==> config.mk <==
export PLATFORM = sky130hd
export DESIGN_NAME = pss_core
export DESIGN_NICKNAME = d
export VERILOG_FILES = /design/src/pss_pkg.sv /design/src/pss_core.sv
export VERILOG_INCLUDE_DIRS = /design/src
export SDC_FILE = /design/constraint.sdc
export NUM_CORES = 1
export LEC_CHECK = 0
export ABC_AREA = 0
export BUFFER_PORTS_ARGS = -buffer_cell sky130_fd_sc_hd__buf_2
export CORE_MARGIN = 2
export CORE_UTILIZATION = 43
export CTS_BUF_LIST = sky130_fd_sc_hd__clkbuf_2
export CTS_CLUSTER_DIAMETER = 120
export DETAILED_ROUTE_END_ITERATION = 6
export PLACE_DENSITY = 0.71
export SLEW_MARGIN = 20
export SYNTH_ARGS = -nofsm -noshare
export SYNTH_HDL_FRONTEND = slang
export SYNTH_SLANG_ARGS = --single-unit
==> constraint.sdc <==
create_clock -name clk -period 10.8 [get_ports clk]
set_clock_uncertainty 0.1 [all_clocks]
set_input_delay 3.24 -clock clk [delete_from_list [all_inputs] [get_ports clk]]
set_output_delay 3.24 -clock clk [all_outputs]
set_load 0.005 [all_outputs]
==> src/pss_consts.svh <==
// Constants of the program sequencer: vectors, register offsets, field positions, reset values.
// Assumes inclusion by the package, the core and the testbench.
`ifndef PSS_CONSTS_SVH
`define PSS_CONSTS_SVH
`define PSS_PC_W 14
`define PSS_STACK_DEPTH 8
`define PSS_STACK_FULL 4'h8
`define PSS_STACK_LAST 4'h7
`define PSS_IRQ_N 6
`define PSS_PC_RST 14'h0000
`define PSS_VEC_EXT0 14'h0004
`define PSS_VEC_EXT1 14'h0008
`define PSS_VEC_TMR0 14'h000C
`define PSS_VEC_TMR1 14'h0010
`define PSS_VEC_SER 14'h0014
`define PSS_VEC_MULTI 14'h0018
`define PSS_LAST_PAGE 6'h3F
`define PSS_PHASE_T1 2'h0
`define PSS_PHASE_T2 2'h1
`define PSS_PHASE_T4 2'h3
`define PSS_REG_PC_LOW_BYTE 32'h0000_0000
`define PSS_REG_TABLE_POINTER 32'h0000_0004
`define PSS_REG_TABLE_HIGH 32'h0000_0008
`define PSS_REG_STAT 32'h0000_000C
`define PSS_PC_LOW_RST 8'h00
`define PSS_TABLE_POINTER_RST 8'h00
`define PSS_TABLE_HIGH_RST 8'h00
`define PSS_FLAG_C 0
`define PSS_FLAG_AC 1
`define PSS_FLAG_Z 2
`define PSS_FLAG_OV 3
`define PSS_STAT_FULL 4
`endif

==> src/pss_pkg.sv <==
// Types shared by the program sequencer core and its surroundings.
// Assumes pss_consts.svh is on the include path.
`include "pss_consts.svh"
package pss_pkg;
   typedef enum logic [2:0] {
      CYC_NORMAL = 3'b001,
      CYC_DUMMY = 3'b010,
      CYC_TABLE = 3'b100
   } pss_cyc_t;

   typedef enum logic [3:0] {
      K_NOP = 4'h0,
      K_ALU = 4'h1,
      K_SKIP = 4'h2,
      K_JUMP = 4'h3,
      K_CALL = 4'h4,
      K_SUB_RETURN = 4'h5,
      K_INT_RETURN = 4'h6,
      K_TRD_CUR = 4'h7,
      K_TRD_LAST = 4'h8,
      K_PC_LOW_WR = 4'h9
   } pss_kind_t;

   typedef enum logic [3:0] {
      ALU_ADD = 4'h0, ALU_ADC = 4'h1, ALU_SUB = 4'h2, ALU_SBC = 4'h3,
      ALU_DAA = 4'h4, ALU_AND = 4'h5, ALU_OR = 4'h6, ALU_XOR = 4'h7,
      ALU_CPL = 4'h8, ALU_RR = 4'h9, ALU_RRC = 4'hA, ALU_RL = 4'hB,
      ALU_RLC = 4'hC, ALU_INC = 4'hD, ALU_DEC = 4'hE, ALU_PASS = 4'hF
   } pss_alu_op_t;

   typedef struct packed {
      pss_kind_t kind;
      pss_alu_op_t op;
      logic [7:0] a;
      logic [7:0] b;
      logic skip_zero;
      logic skip_inv;
      logic skip_met;
      logic [12:0] target;
   } pss_cmd_t;

   typedef struct packed {
      logic [7:0] res;
      logic [3:0] flags;
   } pss_alu_out_t;

   typedef struct packed {
      logic [1:0] phase;
      pss_cyc_t cyc;
      logic fetched;
      logic [`PSS_PC_W-1:0] pc;
      logic [`PSS_PC_W-1:0] taddr;
      logic [`PSS_STACK_DEPTH-1:0][`PSS_PC_W-1:0] stk;
      logic [3:0] stack_index;
      logic [7:0] table_pointer;
      logic [7:0] table_high_latch;
      logic low_pend;
      logic [7:0] low_val;
      logic [`PSS_PC_W-1:0] pm_addr;
      logic pm_rd;
      logic [15:0] instr;
      logic instr_valid;
      logic [7:0] tbl_low;
      logic tbl_valid;
      logic [7:0] alu_res;
      logic alu_valid;
      logic [3:0] flags;
      logic [`PSS_IRQ_N-1:0] irq_ack;
      logic bus_act;
      logic bus_wr;
      logic [31:0] bus_addr;
      logic [31:0] hrdata;
   } pss_state_t;
endpackage : pss_pkg

==> src/pss_core.sv <==
// Program sequencer core: program counter, return stack, vectors, table reads, ALU.
// Assumes same-clock program memory, decoder and interrupt controller, and an AHB-Lite master.
`timescale 1ns/1ns
`default_nettype none
`include "pss_consts.svh"

module pss_core (
   // Clock and reset
   input wire logic clk,
   input wire logic rst,
   // AHB-Lite register slave
   input wire logic hsel,
   input wire logic [31:0] haddr,
   input wire logic [1:0] htrans,
   input wire logic hwrite,
   input wire logic [2:0] hsize,
   input wire logic [31:0] hwdata,
   input wire logic hready,
   output logic hreadyout,
   output logic hresp,
   output logic [31:0] hrdata,
   // Program memory
   output logic [13:0] pm_addr,
   output logic pm_rd,
   input wire logic [15:0] pm_data,
   // Decoder
   output logic [15:0] instr_word,
   output logic instr_valid,
   input wire logic cmd_valid,
   input wire pss_pkg::pss_cmd_t cmd,
   output logic cmd_ready,
   input wire logic bank_select_b5,
   output logic [1:0] phase,
   // Interrupt controller: requests already enabled and flagged
   input wire logic [5:0] irq_req,
   output logic [5:0] irq_ack,
   // Results
   output logic [7:0] tbl_low_data,
   output logic tbl_low_valid,
   output logic [7:0] alu_result,
   output logic [3:0] alu_flags,
   output logic alu_valid
);
   pss_pkg::pss_state_t s;
   pss_pkg::pss_state_t n;
   pss_pkg::pss_alu_out_t alu;
   logic stack_full;
   logic irq_go;
   logic take;
   logic [2:0] irq_sel;
   logic [3:0] push_idx;
   logic [3:0] pop_idx;
   logic [5:0][13:0] vec;

   assign vec = {`PSS_VEC_MULTI, `PSS_VEC_SER, `PSS_VEC_TMR1,
                 `PSS_VEC_TMR0, `PSS_VEC_EXT1, `PSS_VEC_EXT0};

   // Depth is a define so the packed stack can live in the state struct
   assign stack_full = (s.stack_index == `PSS_STACK_FULL);
   // Overflowing push wraps onto the oldest entry; pop of an empty stack wraps too
   assign push_idx = stack_full ? 4'h0 : s.stack_index;
   assign pop_idx = (s.stack_index == 4'h0) ? `PSS_STACK_LAST : 4'(s.stack_index - 4'h1);
   // Controller owns enables and flags; only a free level is checked here
   assign irq_go = (s.phase == `PSS_PHASE_T1) && (s.cyc == pss_pkg::CYC_NORMAL)
                   && (|irq_req) && !stack_full;
   assign cmd_ready = (s.phase == `PSS_PHASE_T4) && (s.cyc == pss_pkg::CYC_NORMAL)
                      && s.fetched && !s.low_pend;
   assign take = cmd_ready && cmd_valid;

   always_comb begin
      irq_sel = 3'h5;
      for (int i = `PSS_IRQ_N - 1; i >= 0; i--) begin
         if (irq_req[i]) begin
            irq_sel = 3'(i);
         end
      end
   end

   function automatic pss_pkg::pss_alu_out_t alu_calc(input pss_pkg::pss_alu_op_t op,
         input logic [7:0] a, input logic [7:0] b, input logic [3:0] fl);
      pss_pkg::pss_alu_out_t o;
      logic [8:0] sum;
      logic [4:0] hs;
      logic cin;
      o.res = a;
      o.flags = fl;
      sum = 9'h000;
      hs = 5'h00;
      cin = 1'b0;
      unique case (op)
         pss_pkg::ALU_ADD, pss_pkg::ALU_ADC, pss_pkg::ALU_SUB, pss_pkg::ALU_SBC: begin
            if (op == pss_pkg::ALU_SUB) cin = 1'b1;
            else if (op != pss_pkg::ALU_ADD) cin = fl[`PSS_FLAG_C];
            // Subtract is add of the complement; carry set means no borrow
            if (op == pss_pkg::ALU_SUB || op == pss_pkg::ALU_SBC) b = ~b;
            sum = {1'b0, a} + {1'b0, b} + {8'h00, cin};
            hs = {1'b0, a[3:0]} + {1'b0, b[3:0]} + {4'h0, cin};
            o.res = sum[7:0];
            o.flags[`PSS_FLAG_C] = sum[8];
            o.flags[`PSS_FLAG_AC] = hs[4];
            o.flags[`PSS_FLAG_OV] = (a[7] == b[7]) && (sum[7] != a[7]);
         end
         pss_pkg::ALU_DAA: begin
            sum = {1'b0, a};
            if (a[3:0] > 4'h9 || fl[`PSS_FLAG_AC]) sum = sum + 9'h006;
            if (sum[7:4] > 4'h9 || fl[`PSS_FLAG_C] || sum[8]) sum = sum + 9'h060;
            o.res = sum[7:0];
            o.flags[`PSS_FLAG_C] = sum[8] | fl[`PSS_FLAG_C];
         end
         pss_pkg::ALU_AND: o.res = a & b;
         pss_pkg::ALU_OR: o.res = a | b;
         pss_pkg::ALU_XOR: o.res = a ^ b;
         pss_pkg::ALU_CPL: o.res = ~a;
         pss_pkg::ALU_RR: o.res = {a[0], a[7:1]};
         pss_pkg::ALU_RL: o.res = {a[6:0], a[7]};
         pss_pkg::ALU_RRC: begin
            o.res = {fl[`PSS_FLAG_C], a[7:1]};
            o.flags[`PSS_FLAG_C] = a[0];
         end
         pss_pkg::ALU_RLC: begin
            o.res = {a[6:0], fl[`PSS_FLAG_C]};
            o.flags[`PSS_FLAG_C] = a[7];
         end
         pss_pkg::ALU_INC: o.res = 8'(a + 8'h01);
         pss_pkg::ALU_DEC: o.res = 8'(a - 8'h01);
         pss_pkg::ALU_PASS: o.res = a;
      endcase
      o.flags[`PSS_FLAG_Z] = (o.res == 8'h00);
      return o;
   endfunction : alu_calc

   assign alu = alu_calc(cmd.op, cmd.a, cmd.b, s.flags);

   always_comb begin
      n = s;
      n.phase = 2'(s.phase + 2'h1);
      n.pm_rd = 1'b0;
      n.tbl_valid = 1'b0;
      n.alu_valid = 1'b0;
      n.irq_ack = '0;
      n.hrdata = 32'h0000_0000;
      unique case (s.phase)
         `PSS_PHASE_T1: begin
            if (irq_go) begin
               // The acknowledge takes this cycle's fetch slot, so it costs a dummy
               n.stk[push_idx] = s.pc;
               n.stack_index = 4'(s.stack_index + 4'h1);
               n.pc = vec[irq_sel];
               n.irq_ack[irq_sel] = 1'b1;
               n.fetched = 1'b0;
            end else if (s.cyc == pss_pkg::CYC_NORMAL) begin
               n.pm_addr = s.pc;
               n.pm_rd = 1'b1;
               n.pc = 14'(s.pc + 14'h0001);
               n.fetched = 1'b1;
            end else if (s.cyc == pss_pkg::CYC_TABLE) begin
               n.pm_addr = s.taddr;
               n.pm_rd = 1'b1;
            end
         end
         `PSS_PHASE_T2: begin
            if (s.cyc == pss_pkg::CYC_NORMAL && s.fetched) begin
               n.instr = pm_data;
               n.instr_valid = 1'b1;
            end else if (s.cyc == pss_pkg::CYC_TABLE) begin
               n.tbl_low = pm_data[7:0];
               n.table_high_latch = pm_data[15:8];
               n.tbl_valid = 1'b1;
            end
         end
         2'h2: begin
         end
         `PSS_PHASE_T4: begin
            n.cyc = pss_pkg::CYC_NORMAL;
            n.fetched = 1'b0;
            n.instr_valid = 1'b0;
            if (s.cyc == pss_pkg::CYC_NORMAL && s.fetched && s.low_pend) begin
               // A bus write to the low byte displaces the fetched instruction
               n.pc = {s.pc[13:8], s.low_val};
               n.low_pend = 1'b0;
               n.cyc = pss_pkg::CYC_DUMMY;
            end else if (take) begin
               unique case (cmd.kind)
                  pss_pkg::K_ALU: begin
                     n.alu_res = alu.res;
                     n.flags = alu.flags;
                     n.alu_valid = 1'b1;
                     if (cmd.skip_zero && ((alu.res == 8'h00) ^ cmd.skip_inv)) begin
                        n.pc = 14'(s.pc + 14'h0001);
                        n.cyc = pss_pkg::CYC_DUMMY;
                     end
                  end
                  pss_pkg::K_SKIP: begin
                     if (cmd.skip_met) begin
                        n.pc = 14'(s.pc + 14'h0001);
                        n.cyc = pss_pkg::CYC_DUMMY;
                     end
                  end
                  pss_pkg::K_JUMP, pss_pkg::K_CALL: begin
                     if (cmd.kind == pss_pkg::K_CALL) begin
                        n.stk[push_idx] = s.pc;
                        n.stack_index = stack_full ? 4'h1 : 4'(s.stack_index + 4'h1);
                     end
                     n.pc = {bank_select_b5, cmd.target};
                     n.cyc = pss_pkg::CYC_DUMMY;
                  end
                  pss_pkg::K_SUB_RETURN, pss_pkg::K_INT_RETURN: begin
                     n.pc = s.stk[pop_idx];
                     n.stack_index = pop_idx;
                     n.cyc = pss_pkg::CYC_DUMMY;
                  end
                  pss_pkg::K_TRD_CUR, pss_pkg::K_TRD_LAST: begin
                     n.taddr = {(cmd.kind == pss_pkg::K_TRD_LAST) ? `PSS_LAST_PAGE
                               : s.pc[13:8], s.table_pointer};
                     n.cyc = pss_pkg::CYC_TABLE;
                  end
                  pss_pkg::K_PC_LOW_WR: begin
                     n.pc = {s.pc[13:8], cmd.a};
                     n.cyc = pss_pkg::CYC_DUMMY;
                  end
                  pss_pkg::K_NOP: begin
                  end
                  default: begin
                  end
               endcase
            end
         end
      endcase
      // Bus address phase; zero wait states, read data sampled here
      n.bus_act = hsel && htrans[1] && hready;
      n.bus_wr = hwrite;
      n.bus_addr = haddr;
      if (hsel && htrans[1] && hready && !hwrite) begin
         // The stack and its index have no address at all
         unique case (haddr)
            `PSS_REG_PC_LOW_BYTE: n.hrdata = {24'h000000, s.pc[7:0]};
            `PSS_REG_TABLE_POINTER: n.hrdata = {24'h000000, s.table_pointer};
            `PSS_REG_TABLE_HIGH: n.hrdata = {24'h000000, s.table_high_latch};
            `PSS_REG_STAT: n.hrdata = {27'h0000000, stack_full, s.flags};
            default: n.hrdata = 32'h0000_0000;
         endcase
      end
      if (s.bus_act && s.bus_wr) begin
         if (s.bus_addr == `PSS_REG_PC_LOW_BYTE) begin
            n.low_pend = 1'b1;
            n.low_val = hwdata[7:0];
         end else if (s.bus_addr == `PSS_REG_TABLE_POINTER) begin
            n.table_pointer = hwdata[7:0];
         end
      end
   end

   always_ff @(posedge clk) begin
      if (rst) begin
         s <= '0;
         s.cyc <= pss_pkg::CYC_NORMAL;
         s.pc <= `PSS_PC_RST;
         s.stack_index <= 4'h0;
         s.table_pointer <= `PSS_TABLE_POINTER_RST;
         s.table_high_latch <= `PSS_TABLE_HIGH_RST;
         s.low_val <= `PSS_PC_LOW_RST;
      end else begin
         s <= n;
      end
   end

   assign hreadyout = 1'b1;
   assign hresp = 1'b0;
   assign hrdata = s.hrdata;
   assign pm_addr = s.pm_addr;
   assign pm_rd = s.pm_rd;
   assign instr_word = s.instr;
   assign instr_valid = s.instr_valid;
   assign phase = s.phase;
   assign irq_ack = s.irq_ack;
   assign tbl_low_data = s.tbl_low;
   assign tbl_low_valid = s.tbl_valid;
   assign alu_result = s.alu_res;
   assign alu_flags = s.flags;
   assign alu_valid = s.alu_valid;
endmodule : pss_core
`default_nettype wire

==> impl_metrics.csv <==
group,metric,value,unit
status,status,"complete, no violations",
yosys,synth_compound_area_share,14.1,%
timing,max_freq,127,MHz
hold_path,hold_class,"register to register",
yosys,synth-edff-count,0,
clock_tree,cts_max_level,3,
die,core_area,34600,sq um
timing,setup_viol,0,
yosys,synthDistinctLibCells,89,
yosys,avgSynthCellArea,8.72,sq um
place,dp_hpwl,29200,um
job,drv_cap,0,
clock_tree,cts_root_buf,"clkbuf_2",
clock_tree,hold_buffers,0,
drt,wl,41800,um
global_routing,grt_pass1_vias,12100,
cells_and_area,layout-drive-gt1-share,20.3,%
clock_tree,ctsResizeCount,0,
clock_tree,clk_path_buf_depth,3,
yosys,synth_fa_ha_area_share,3.54,%
global_routing,track_usage,22.2,%
power_and_ir_drop,power_density,138,nW/um^2
yosys,ys.flop_type,"dfxtp_1",
global_routing,grt.overflow.total,0,
drt,drtIter0Drc,1006,
cells_and_area,regArea,5550,sq um
setup_path,worstPathArrival,8.42,ns
cells_and_area,final_net_count,1992,
drt,num_vias,12700,
timing,timing.final.crit_share,72.9,%
die,io-pin-count,235,
timing,finalHoldViolCount,0,
power_and_ir_drop,pwr-share-seq,48.5,%
drt,via_per_inst,5.48,
die,row_count,68,
yosys,synthMuxAreaShare,15.8,%
clock_tree,clock-sinks,277,
timing,fin_crit,7.87,ns
yosys,ys_async_sr_fraction,0,%
setup_path,path_class,"input port to register",
drt,wire_per_inst,18.0,um
clock_tree,numCtsBuffers,70,
place,place_congestion,0.907,
timing,tightest_slew,1.13,ns
setup_path,crit_buf_inv,2,
drt,drtPass1Iterations,6,
timing,drv_slew,0,
drt,ant_nets,0,
setup_path,crit_fanout,41,
yosys,ys_ff_latch,277,
setup_path,end_kind,"register",
drt,drc,0,
cells_and_area,syn2layout_area_growth,8.02,%
global_routing,grt_max_degree,131,
power_and_ir_drop,p_int,1520,uW
clock_tree,clkLatencyLatePin,0.88,ns
die,die_area,36700,sq um
global_routing,antenna_found_initial,4,
yosys,synth-simple-area-share,19.0,%
yosys,synth_top_family_by_area,"simple AND/OR/NAND/NOR gates",
setup_path,crit_path_max_incr_delay,0.72,ns
power_and_ir_drop,vdd_drop_max,92.2,uV
clock_tree,post-cts-setup-buffers,0,
power_and_ir_drop,p_clk_share,32.0,%
yosys,netlist_instances,1734,
yosys,yosysSeqAreaShare,36.7,%
cells_and_area,final_util,47.2,%
setup_path,cp_top_family,"simple AND/OR/NAND/NOR gates",
timing,max_slew_margin,24.5,%
yosys,yosysWarnings,0,
cells_and_area,multi_input_area,8410,sq um
yosys,synthXorXnorAreaFrac,1.97,%
setup_path,critPathSlowestCell,"a41oi_2",
power_and_ir_drop,power_frac_comb,19.5,%
cells_and_area,fillerInstances,3361,
place,portBuffers,180,
global_routing,grt_pass1_wl,64800,um
die,die_w,192,um
setup_path,start_kind,"input port",
die,die_y,192,um
clock_tree,clk_pin_slew,0.09,ns
die,start_util,43.7,%
timing,rsz0062_at_grt,"false",
setup_path,critPathRequiredTime,11.35,ns
timing,setup_tns,0,ns
setup_path,path_cells,"buf_2 > or2_1 > nor2_1 > xnor2_1 > fa_1 > inv_1 > fa_1 > nor2b_1 > o21ai_0 > nor3b_1 > o21ai_0 > a221oi_2 > nand4_1 > or4_4 > a41oi_2 > mux2i_1 > nor2_1",
yosys,syn_area,15100,sq um
power_and_ir_drop,leakage,0.00661,uW
power_and_ir_drop,p_sw,745,uW
power_and_ir_drop,switching_share,32.9,%
clock_tree,cts_tree,"yes",
==> kinds of logic after synthesis <==
family | Yosys count
compound gates | 326
other cells | 2
flops | 277
buf+inv | 246
mux | 198
simple gates | 610
fa+ha+maj | 41
xor+xnor | 34
==> cell usage in the layout (no fill, tap or decap), types with 32 or more instances in the layout <==
cell	synthesis	routed
a21oi_1	108	108
nor2_1	240	240
nor2b_1	57	57
buf_2	19	179
nor3_1	35	33
dfxtp_1	277	277
mux2i_1	163	163
nand3_1	32	32
o21ai_0	50	49
nand2_1	135	135
ha_1	38	38
mux4_2	33	33
clkbuf_2	0	107
==> area by class of cell <==
class,count,share of cell area (%)
clock inverter,19,0.743
antenna,3,0.0459
sequential,277,33.9
timing repair buffer,195,6.26
multi-input combinational,1235,51.5
inverter,34,0.781
clock buffer,107,3.28
tap,455,3.48
==> metal layers <==
layer	part of all wire, %	wire length [um]	global-route usage [%]	vias up
met5	0.031	13	0	-
met3	6.7	2810	4.48	71
met1	44	18500	28.9	6052
li1	-	-	-	6178
met2	47	19500	36.7	427
met4	2.3	972	7.40	2
==> Yosys cell counts (all sizes together) (5+ instances only) <==
cell type	n	area, sq um
dfxtp	277	5550
nor2	243	920
mux2i	163	1630
nand2	135	507
buf	121	857
a21oi	108	541
clkbuf	91	342
nor2b	57	357
o21ai	53	265
ha	38	475
nor3	37	195
inv	33	124
mux4	33	743
a211oi	32	255
nand3	32	160
nand2b	27	169
xnor2	26	228
o22ai	25	156
a22oi	21	158
nor4	19	125
a221oi	11	103
and3	11	68.8
o21a	11	91.3
and2	8	50.1
or2	8	50.1
xor2	8	70.1
a21boi	7	52.6
a31oi	7	43.8
nand3b	6	45.0
nand4	5	31.3
nor3b	5	42.5
==> worst register-to-register path, delay by kind of cell (launching register included) <==
kind                       cells  cell delay (ns)
muxes                          1             0.29
adders and majority gates      1             0.78
AOI/OAI and AO/OA              1             0.23
and+or+nand+nor                7             2.66
DFF                            1             0.53
==> path summary, 6_finish.rpt <==
kind / start / end / slack [ns] / cells after the start
max: cmd[34] / s[283] / 2.93 / 17
min: alu_result[0] / alu_result[0] / 0.36 / 2
max reg2reg: phase[0] / s[187] / 6.04 / 10
min reg2reg: alu_result[0] / alu_result[0] / 0.36 / 2
==> through the flow <==
| step | worst slack, ns | area, sq um | total power [uW] | hold WS (ns) | cells |
|---|---|---|---|---|---|
| finish | 2.93 | 16300 | 2260 | 0.356 | 2325 |
| global route | 2.64 | 16300 | 2380 | 0.381 | 2324 |
| CTS | 3.01 | 16300 | 2270 | 0.359 | 2322 |
| detailed placement | 2.19 | 15700 | 1550 | 0.345 | 2196 |
| global placement | 2.26 | 15700 | 1550 | 0.338 | 2196 |
| floorplan | 3.16 | 15200 | 1440 | 0.333 | 1758 |
==> power groups by stage <==
| stage | registers, uW | clock network (uW) | logic [uW] |
|---|---|---|---|
| floorplan | 1090 | 0 | 351 |
| global placement | 1120 | 0 | 430 |
| detailed placement | 1120 | 0 | 437 |
| CTS | 1100 | 740 | 439 |
| global route | 1100 | 798 | 481 |
| finish | 1100 | 723 | 441 |
==> flip-flops by register name, summed over array words and instances (netlist names) <==
signal         cells
alu_valid          1
s                207
pm_rd              1
instr_word        16
instr_valid        1
hrdata             8
phase              2
alu_result         8
pm_addr           14
tbl_low_valid      1
tbl_low_data       8
irq_ack            6
alu_flags          4
Power figures use the tool's default switching activity.
